$ cat config.mk
export PLATFORM = sky130hd
export DESIGN_NAME = fpld_top
export DESIGN_NICKNAME = d
export VERILOG_FILES = /design/src/shared/fpld_pkg.sv /design/src/fpld_top.sv
export VERILOG_INCLUDE_DIRS = /design/src /design/src/shared
export SDC_FILE = /design/constraint.sdc
export NUM_CORES = 1
export LEC_CHECK = 0
export BUFFER_PORTS_ARGS = -buffer_cell sky130_fd_sc_hd__buf_4
export CAP_MARGIN = 20
export CORE_MARGIN = 8
export CORE_UTILIZATION = 45
export DETAILED_ROUTE_END_ITERATION = 7
export PLACE_DENSITY = 0.63
export SYNTH_ARGS = -nofsm -noshare
export SYNTH_HDL_FRONTEND = slang
export SYNTH_SLANG_ARGS = --single-unit
export TNS_END_PERCENT = 5
$ cat constraint.sdc
create_clock -name ref_clk_in -period 5.1 [get_ports ref_clk_in]
set_input_delay 0.765 -clock ref_clk_in [delete_from_list [all_inputs] [get_ports ref_clk_in]]
set_output_delay 0.765 -clock ref_clk_in [all_outputs]
set_load 0.01 [all_outputs]
$ cat src/shared/fpld_defines.svh
// Constants for the front panel lamp driver
`ifndef FPLD_DEFINES_SVH
`define FPLD_DEFINES_SVH
`define FPLD_CLK_HZ       50000000
`define FPLD_HOLD_MS      100
`define FPLD_HOLD_CYCLES  ((`FPLD_CLK_HZ / 1000) * `FPLD_HOLD_MS)
`define FPLD_NUM_REQ      10
`define FPLD_NUM_DRIVES   15
`define FPLD_MAP_RESET    40'h9876543210
`endif

$ cat src/shared/fpld_pkg.sv
// Types for the front panel lamp driver
package fpld_pkg;
  // Open-drain cathode pin: level out and enable
  typedef struct packed {
    logic [14:0] level;
    logic [14:0] oe;
  } fpld_pins_t;
endpackage

$ cat src/fpld_top.sv
// Front panel lamp driver: request mapping, stretching, open-drain drive
`timescale 1ns/1ps
`include "fpld_defines.svh"
module fpld_top
  import fpld_pkg::*;
#(
  parameter int unsigned HOLD_CYCLES = `FPLD_HOLD_CYCLES,
  // Drive index per request, 4 bits each; 15 means unused
  parameter logic [39:0] REQ_MAP     = `FPLD_MAP_RESET
) (
  input  wire logic        ref_clk_in,
  input  wire logic        rst_n_in,
  input  wire logic [4:0]  base_function_lamp_request_in,
  input  wire logic [4:0]  topology_lamp_request_in,
  input  wire logic        power_good_in,
  output logic             lamp_1l_green_n_out,
  output logic [14:0]      lamp_drive_level_out,
  output logic [14:0]      lamp_drive_oe_out
);
  // Drive order: 0 1R g, 1 2L g, 2 2R g, then 3L..5R red/green pairs
  // 3 3L g, 4 3L r, 5 3R g, 6 3R r, 7 4L g, 8 4L r, 9 4R g,
  // 10 4R r, 11 5L g, 12 5L r, 13 5R g, 14 5R r
  // Red pins only exist for 3-5; rows 1-2 carry no red drive

  localparam int CW = $clog2(HOLD_CYCLES + 1);

  typedef struct packed {
    logic [9:0]            req_s1;
    logic [9:0]            req_s2;
    logic                  pg_s1;
    logic                  pg_s2;
    logic [14:0][CW-1:0]   hold;
    // Level and enable registered so the pins come straight off flops
    fpld_pins_t            pins;
    logic                  pg_lamp_n;
  } fpld_state_t;

  fpld_state_t state_reg;
  fpld_state_t state_next;
  logic [14:0] want;

  // Map one request index to its drive index
  function automatic logic [3:0] map_of(input int unsigned i);
    map_of = REQ_MAP[i*4 +: 4];
  endfunction

  // Every drive that some request can reach; the rest must stay dark
  function automatic logic [14:0] map_mask();
    logic [14:0] m;
    m = 15'h0000;
    for (int unsigned i = 0; i < `FPLD_NUM_REQ; i++) begin
      if (map_of(i) != 4'hf) begin
        m[map_of(i)] = 1'h1;
      end
    end
    return m;
  endfunction

  // Mapping lives here, not with the requesters
  always_comb begin
    want = 15'h0000;
    for (int unsigned i = 0; i < `FPLD_NUM_REQ; i++) begin
      if (state_reg.req_s2[i] && map_of(i) != 4'hf) begin
        want[map_of(i)] = 1'b1;
      end
    end
  end

  // Synchronise pins, stretch each drive with a restartable counter
  always_comb begin
    state_next = state_reg;
    state_next.req_s1 = {topology_lamp_request_in,
                         base_function_lamp_request_in};
    state_next.req_s2 = state_reg.req_s1;
    state_next.pg_s1 = power_good_in;
    state_next.pg_s2 = state_reg.pg_s1;
    state_next.pg_lamp_n = ~state_reg.pg_s2;
    // Level stays low; only the enable decides whether a colour sinks
    state_next.pins.level = 15'h0000;
    // A fresh request reloads the full count even mid-hold, so a
    // chatty source keeps the lamp on instead of letting it blink
    for (int d = 0; d < `FPLD_NUM_DRIVES; d++) begin
      if (want[d]) begin
        state_next.hold[d] = CW'(HOLD_CYCLES);
        state_next.pins.oe[d] = 1'h1;
      end else if (state_reg.hold[d] > CW'(1)) begin
        state_next.hold[d] = state_reg.hold[d] - CW'(1);
        state_next.pins.oe[d] = 1'h1;
      end else begin
        state_next.hold[d] = '0;
        state_next.pins.oe[d] = 1'h0;
      end
    end
  end

  // Synchronous reset: all lamps dark
  always_ff @(posedge ref_clk_in) begin
    if (!rst_n_in) begin
      state_reg <= '{default: '0, pg_lamp_n: 1'b1};
    end else begin
      state_reg <= state_next;
    end
  end

  // Open-drain: level always 0, enable pulls the cathode low
  // Never driving high avoids the noisy fast turn-off edge
  assign lamp_drive_level_out = state_reg.pins.level;
  assign lamp_drive_oe_out = state_reg.pins.oe;
  assign lamp_1l_green_n_out = state_reg.pg_lamp_n;

  // Drive 0, once lit by a request, stays on for at least the next 8 edges
  a_hold_after_req: assert property (@(posedge ref_clk_in)
    disable iff (!rst_n_in)
    want[0] |=> lamp_drive_oe_out[0] [*8])
    else $error("lamp dropped before hold expired");

  a_restart_hold: assert property (@(posedge ref_clk_in)
    disable iff (!rst_n_in)
    want[3] |=> state_reg.hold[3] == CW'(HOLD_CYCLES))
    else $error("hold counter not restarted");

  a_never_high: assert property (@(posedge ref_clk_in)
    disable iff (!rst_n_in)
    lamp_drive_level_out == 15'h0000)
    else $error("lamp pin driven high");

  a_dark_when_idle: assert property (@(posedge ref_clk_in)
    disable iff (!rst_n_in)
    (state_reg.hold[5] == '0 && !want[5]) |=> !lamp_drive_oe_out[5])
    else $error("lamp lit without request or hold");

  a_pg_lamp: assert property (@(posedge ref_clk_in)
    disable iff (!rst_n_in)
    $rose(state_reg.pg_s2) |=> !lamp_1l_green_n_out)
    else $error("power-good lamp not lit");

  a_req_maps: assert property (@(posedge ref_clk_in)
    disable iff (!rst_n_in)
    (state_reg.req_s2[0] && map_of(0) != 4'hf) |=>
      lamp_drive_oe_out[map_of(0)])
    else $error("mapped request did not light lamp");

  a_sync_delay: assert property (@(posedge ref_clk_in)
    disable iff (!rst_n_in)
    base_function_lamp_request_in[1] ##1 1'b1 |=> state_reg.req_s2[1])
    else $error("request not synchronised in two stages");

  a_topo_path: assert property (@(posedge ref_clk_in)
    disable iff (!rst_n_in)
    topology_lamp_request_in[4] |=> state_reg.req_s1[9])
    else $error("topology request lost");

  // Power-good lamp tracks the pin three edges late
  a_pg_on_path: assert property (@(posedge ref_clk_in)
    disable iff (!rst_n_in)
    power_good_in ##2 1'b1 |=> !lamp_1l_green_n_out)
    else $error("power-good lamp late to light");

  a_pg_off_path: assert property (@(posedge ref_clk_in)
    disable iff (!rst_n_in)
    !power_good_in ##2 1'b1 |=> lamp_1l_green_n_out)
    else $error("power-good lamp late to go dark");

  // Drives that no request reaches must never light
  a_unmapped_dark: assert property (@(posedge ref_clk_in)
    disable iff (!rst_n_in)
    (lamp_drive_oe_out & ~map_mask()) == 15'h0000)
    else $error("unmapped lamp lit");

  // Per-drive chain: load on request, count down by one, fall only at
  // the end of the count; together these pin the minimum on-time
  // without a second timer that would cost fabric in every drive
  for (genvar gd = 0; gd < `FPLD_NUM_DRIVES; gd++) begin : g_drive_chk
    // A colour only lights after its synchronised request
    a_rise_on_req: assert property (@(posedge ref_clk_in)
      disable iff (!rst_n_in)
      $rose(lamp_drive_oe_out[gd]) |-> $past(want[gd]))
      else $error("lamp lit without a request");

    // Any request, even mid-hold, reloads the whole count
    a_load_full: assert property (@(posedge ref_clk_in)
      disable iff (!rst_n_in)
      want[gd] |=> (state_reg.hold[gd] == CW'(HOLD_CYCLES) &&
                    lamp_drive_oe_out[gd]))
      else $error("hold not loaded on request");

    // Without a request the count drops by exactly one per edge
    a_count_down: assert property (@(posedge ref_clk_in)
      disable iff (!rst_n_in)
      (lamp_drive_oe_out[gd] && !want[gd] &&
       state_reg.hold[gd] > CW'(1)) |=>
        (state_reg.hold[gd] == $past(state_reg.hold[gd]) - CW'(1) &&
         lamp_drive_oe_out[gd]))
      else $error("hold did not count down while lit");

    // Turn-off only once the last count has been spent
    a_fall_at_end: assert property (@(posedge ref_clk_in)
      disable iff (!rst_n_in)
      $fell(lamp_drive_oe_out[gd]) |->
        ($past(state_reg.hold[gd]) == CW'(1) && !$past(want[gd])))
      else $error("lamp dropped before its count ran out");

    // A lit colour always has some hold left
    a_lit_has_hold: assert property (@(posedge ref_clk_in)
      disable iff (!rst_n_in)
      lamp_drive_oe_out[gd] |-> state_reg.hold[gd] != '0)
      else $error("lamp lit with no hold left");

    // Count never runs above its load value
    a_hold_bound: assert property (@(posedge ref_clk_in)
      disable iff (!rst_n_in)
      state_reg.hold[gd] <= CW'(HOLD_CYCLES))
      else $error("hold count above its load value");
  end
endmodule

Yosys cells after proc, flatten, opt, wreduce, memory -nomap -nowiden
Cells that the tools add are included.
Cells by class
  bitwise operators: 12
  reductions and logical operators: 15
  $add $sub $neg: 15
  $lt $le $gt $ge: 15
  mux-type cells: 55
Operators with widths (number)
  $mux 23: 20
  $gt 23x1->1 const B: 15
  $sub 23x1->23 const B: 15
  $mux 1: 35
  $reduce_or 3->1: 10
  $not 1->1: 12
  $reduce_and 2->1: 5
Storage, ports and cells
  logic and storage cells: 144
  input bits: 13
  flip-flop bits (word level): 398
  output and inout port bits: 31

Longest topological paths before layout
  depth after elaboration: 3
  depth in mapped cells: 8
  mapped depth without buffers: 7

Worst setup path after synthesis
No wires, ideal clock.
  kind: register -> register
  start point: reg state_reg[92] (netlist bit)
  end point: reg state_reg[82] (netlist bit)
  buffers on the path: 2
  data required time: 4.983 ns
  cell stages (with the launch flop): 8
  arrival time: 2.382 ns
  path slack: 2.601 ns
  library setup time: 0.117 ns
  clock period less this slack: 2.499 ns
  cell sequence: dfxtp_1 > or4_1 > or4_1 > or4_1 > clkbuf_1 > nand3_1 > buf_2 > nor2_1
Between the ends
  longest elaborated chain between the ends: 3
RTL lines
  from (decl): line fpld_top.sv:38  | fpld_state_t state_reg;
  from (signal assigned): line fpld_top.sv:101  | state_reg <= state_next;
  $gt 23x1->1: line fpld_top.sv:86  | end else if (state_reg.hold[d] > CW'(1)) begin
  $not 1->1 (no source line)
  $reduce_or 3->1 (no source line)
Every way passes these cells.
A chain may end at the register's enable or synchronous reset.

Worst setup path after layout
  start point: reg state_reg[40] (netlist bit)
  end point: reg state_reg[41] (netlist bit)
Between the ends
  longest elaborated chain between the ends: 3
  elaborated cells on any way between the ends: 4
  those cells by class: add/sub: 1; order compare: 1; bitwise: 1; reduce/logical: 1
RTL lines (line)
  $gt 23x1->1: fpld_top.sv:86
  $not 1->1 (no source line)
  $reduce_or 3->1 (no source line)
Parallel ways exist; a longest one is shown, timed or not.

==> results.py <==
metrics = {
    "critical_path": {
        "critical_path_class": "reg -> reg",
        "worstSetupEndpointType": "register",
        "cp_data_arrival_time_ns": 3.34,
        "critical_path.max_fanout": 15,
        "cp.required_ns": 5.49,
        "critPathLaunchType": "register",
    },
    "logic_synthesis": {
        "synth-seq-cells": 383,
        "yosysMostFrequentCell": "dfxtp_1",
        "yosys_warnings": 0,
        "ys_top_cells_by_area": "dfxtp_1 47%, xnor2_1 9.5%, nor2_1 8.0%",
        "synth-async-reset-ratio": 0,
        "synth_top_area_share": 0.4671,
        "syn_area_um2": 16410,
        "synth_flop_cell": "dfxtp_1",
        "synth.yosys.seq_area_share": 0.4671,
        "syn_area_per_cell_um2": 8.825,
        "ys_types": 57,
        "synthTopCellsByCount": "383 x dfxtp_1, 351 x nor2_1, 178 x xnor2_1",
        "synth_edf_count": 0,
        "syn_inst": 1860,
        "synth.largest_area_cell": "dfxtp_1",
    },
    "sta": {
        "fmax_mhz": 339.1,
        "hold_viol": 0,
        "final-setup-viol-count": 0,
        "period_needed_ns": 2.949,
        "worstMarginPinSlew_ns": 0.8809,
        "fin_tns_setup_ns": 0,
        "rsz0062_at_grt": "no",
        "finalCritPeriodShare": 0.5783,
        "finalClockSkew_ns": 0.009013,
        "maxSlewViolCount": 0,
        "relSlewSlack": 0.4082,
    },
    "route": {
        "drtPass1Iterations": 5,
        "met3WireLength_um": 894,
        "wl_met2_mm": 13.19,
        "detail-route-antenna-nets": 0,
        "wl_per_cell_um": 12.30,
        "met1_length_mm": 14.50,
        "top_layer": "met4",
        "vias": 12030,
        "drc": 0,
        "wirelength_mm": 29.20,
        "drt_iter0_drc": 399,
        "vias_per_cell": 5.065,
    },
    "die": {
        "die_area_um2": 42840,
        "die_h_um": 207.0,
        "start_util": 0.4527,
        "die_w_um": 207.0,
        "core_um2": 36260,
        "fp-row-count": 70,
        "pin_count": 44,
    },
    "clocking": {
        "htree_num_levels": 2,
        "cts_buffers": 41,
        "cts_sinks": 383,
        "tritoncts": "yes",
        "clock-root-buffer": "clkbuf_16",
        "post-cts-setup-buffer-count": 0,
        "worstSkewPairLatency_ns": 0.53,
        "hold_buffers": 0,
        "clock_path_buffers": 3,
        "cts.clk_slew.worst_paths_ns": 0.06,
        "cts_resized": 0,
    },
    "cells_and_area": {
        "drive_gt1_frac": 0.06716,
        "nFillCells": 3426,
        "largest_reg_flops": 356,
        "nets": 1918,
        "antennaDiodeCount": 0,
        "syn_to_final_growth_pct": 11.55,
    },
    "global_route": {
        "antenna_found_initial": 0,
        "grt_pass1_vias": 11710,
        "grt_pass1_wl_mm": 51.56,
        "grt_max_degree": 63,
        "overflow": 0,
        "grt_usage": 0.1384,
    },
    "outcome": {
        "status": "finished, final reports clean",
    },
    "place": {
        "dpl.hpwl_mm": 19.47,
        "place.gp.congestion": 0.7664,
        "portBuffers": 28,
    },
    "power_and_ir_drop": {
        "vdd_drop_max_mv": 0.4604,
        "power.leakage_nw": 7.535,
        "powerDensity_nw_per_um2": 717.1,
        "total_power_mw": 13.13,
    },
    "job": {
        "cap_violations": 0,
    },
    "worst_hold_path": {
        "min_path_type": "in -> reg",
    },
}
-- worst max-delay path, cell delays in order, from the launching register on --
cell	delay (ns)
dfxtp_1	0.34
or4_1	0.57
or4_1	0.61
or4_1	0.67
nand3b_1	0.50
nor2_1	0.12
-- cell usage in the layout (no fill, tap or decap), drive strengths merged, types with 9 or more instances in the layout --
| cell type | count |
|---|---|
| a21boi | 9 |
| a21oi | 65 |
| and2 | 31 |
| buf | 37 |
| clkbuf | 63 |
| clkinv | 9 |
| conb | 15 |
| dfxtp | 383 |
| ha | 30 |
| inv | 49 |
| nand2 | 98 |
| nand2b | 9 |
| nand3 | 37 |
| nand3b | 13 |
| nand4 | 9 |
| nand4b | 10 |
| nor2 | 351 |
| nor2b | 9 |
| nor3 | 102 |
| nor4 | 68 |
| o21a | 17 |
| o21ai | 62 |
| o31ai | 16 |
| o41ai | 11 |
| or3 | 50 |
| or4 | 34 |
| xnor2 | 178 |
| xor2 | 83 |
-- layer usage --
metal / GRT usage / vias up
li1: - / 6327
met1: 0.1759 / 5544
met2: 0.2344 / 102
met3: 0.02622 / 52
met4: 0.04516 / 0
met5: 0 / -
-- final timing paths --
path	slack, ns	endpoint	depth (start not counted)	from
max reg2reg	2.15	state_reg[41]	5	state_reg[40]
min	0.44	state_next[384]	2	topology_lamp_request_in[1]
max	2.15	state_reg[41]	5	state_reg[40]
min reg2reg	0.44	state_reg[387]	1	state_next[387]
-- stage by stage --
| step | cells | util | hold WS (ns) | setup WS [ns] | area, um^2 |
|---|---|---|---|---|---|
| 3_5_place_dp | 2299 | 0.4674 | 0.4193 | 2.175 | 16950 |
| 5_1_grt | 2374 | 0.5050 | 0.4114 | 1.942 | 18310 |
| 2_1_floorplan | 1874 | - | 0.3517 | 2.601 | 16470 |
| 4_1_cts | 2373 | 0.5048 | 0.4035 | 2.157 | 18310 |
| 3_3_place_gp | 2298 | 0.4669 | 0.4166 | 2.187 | 16930 |
| 6_report | 2374 | 0.5050 | 0.4369 | 2.151 | 18310 |
-- report_power, final --
group | internal [mW] | total (mW) | switching, mW
clock network | 1.77 | 2.93 | 1.16
logic | 2.38 | 5.35 | 2.96
registers | 3.98 | 4.86 | 0.882
-- final cells by class --
type | instances | area, um^2 | share of cell area
flip-flops and latches | 383 | 7667 | 0.4187
clock buffers | 63 | 1271 | 0.06943
clock inverters | 11 | 87.58 | 0.004783
well taps | 468 | 585.6 | 0.03198
multi-input cells | 1364 | 8223 | 0.4491
repair buffers | 37 | 295.3 | 0.01613
inverters | 48 | 180.2 | 0.009840
-- cell families (layout without fill, tap and decap cells) --
group                    after synthesis  count (layout)  share of synthesized area
AND/OR/NAND/NOR                      862             862                     0.2599
flip-flops                           383             383                     0.4671
XOR/XNOR                             261             261                     0.1393
AO/OA/AOI/OAI                        194             194                    0.07287
buffers and inverters                127             159                    0.03651
adder cells (fa/ha/maj)               30              30                    0.02287
multiplexers                           2               2                   0.001220
other                                  1              15                  0.0002285
No activity file was read; power rests on OpenSTA's default activity.
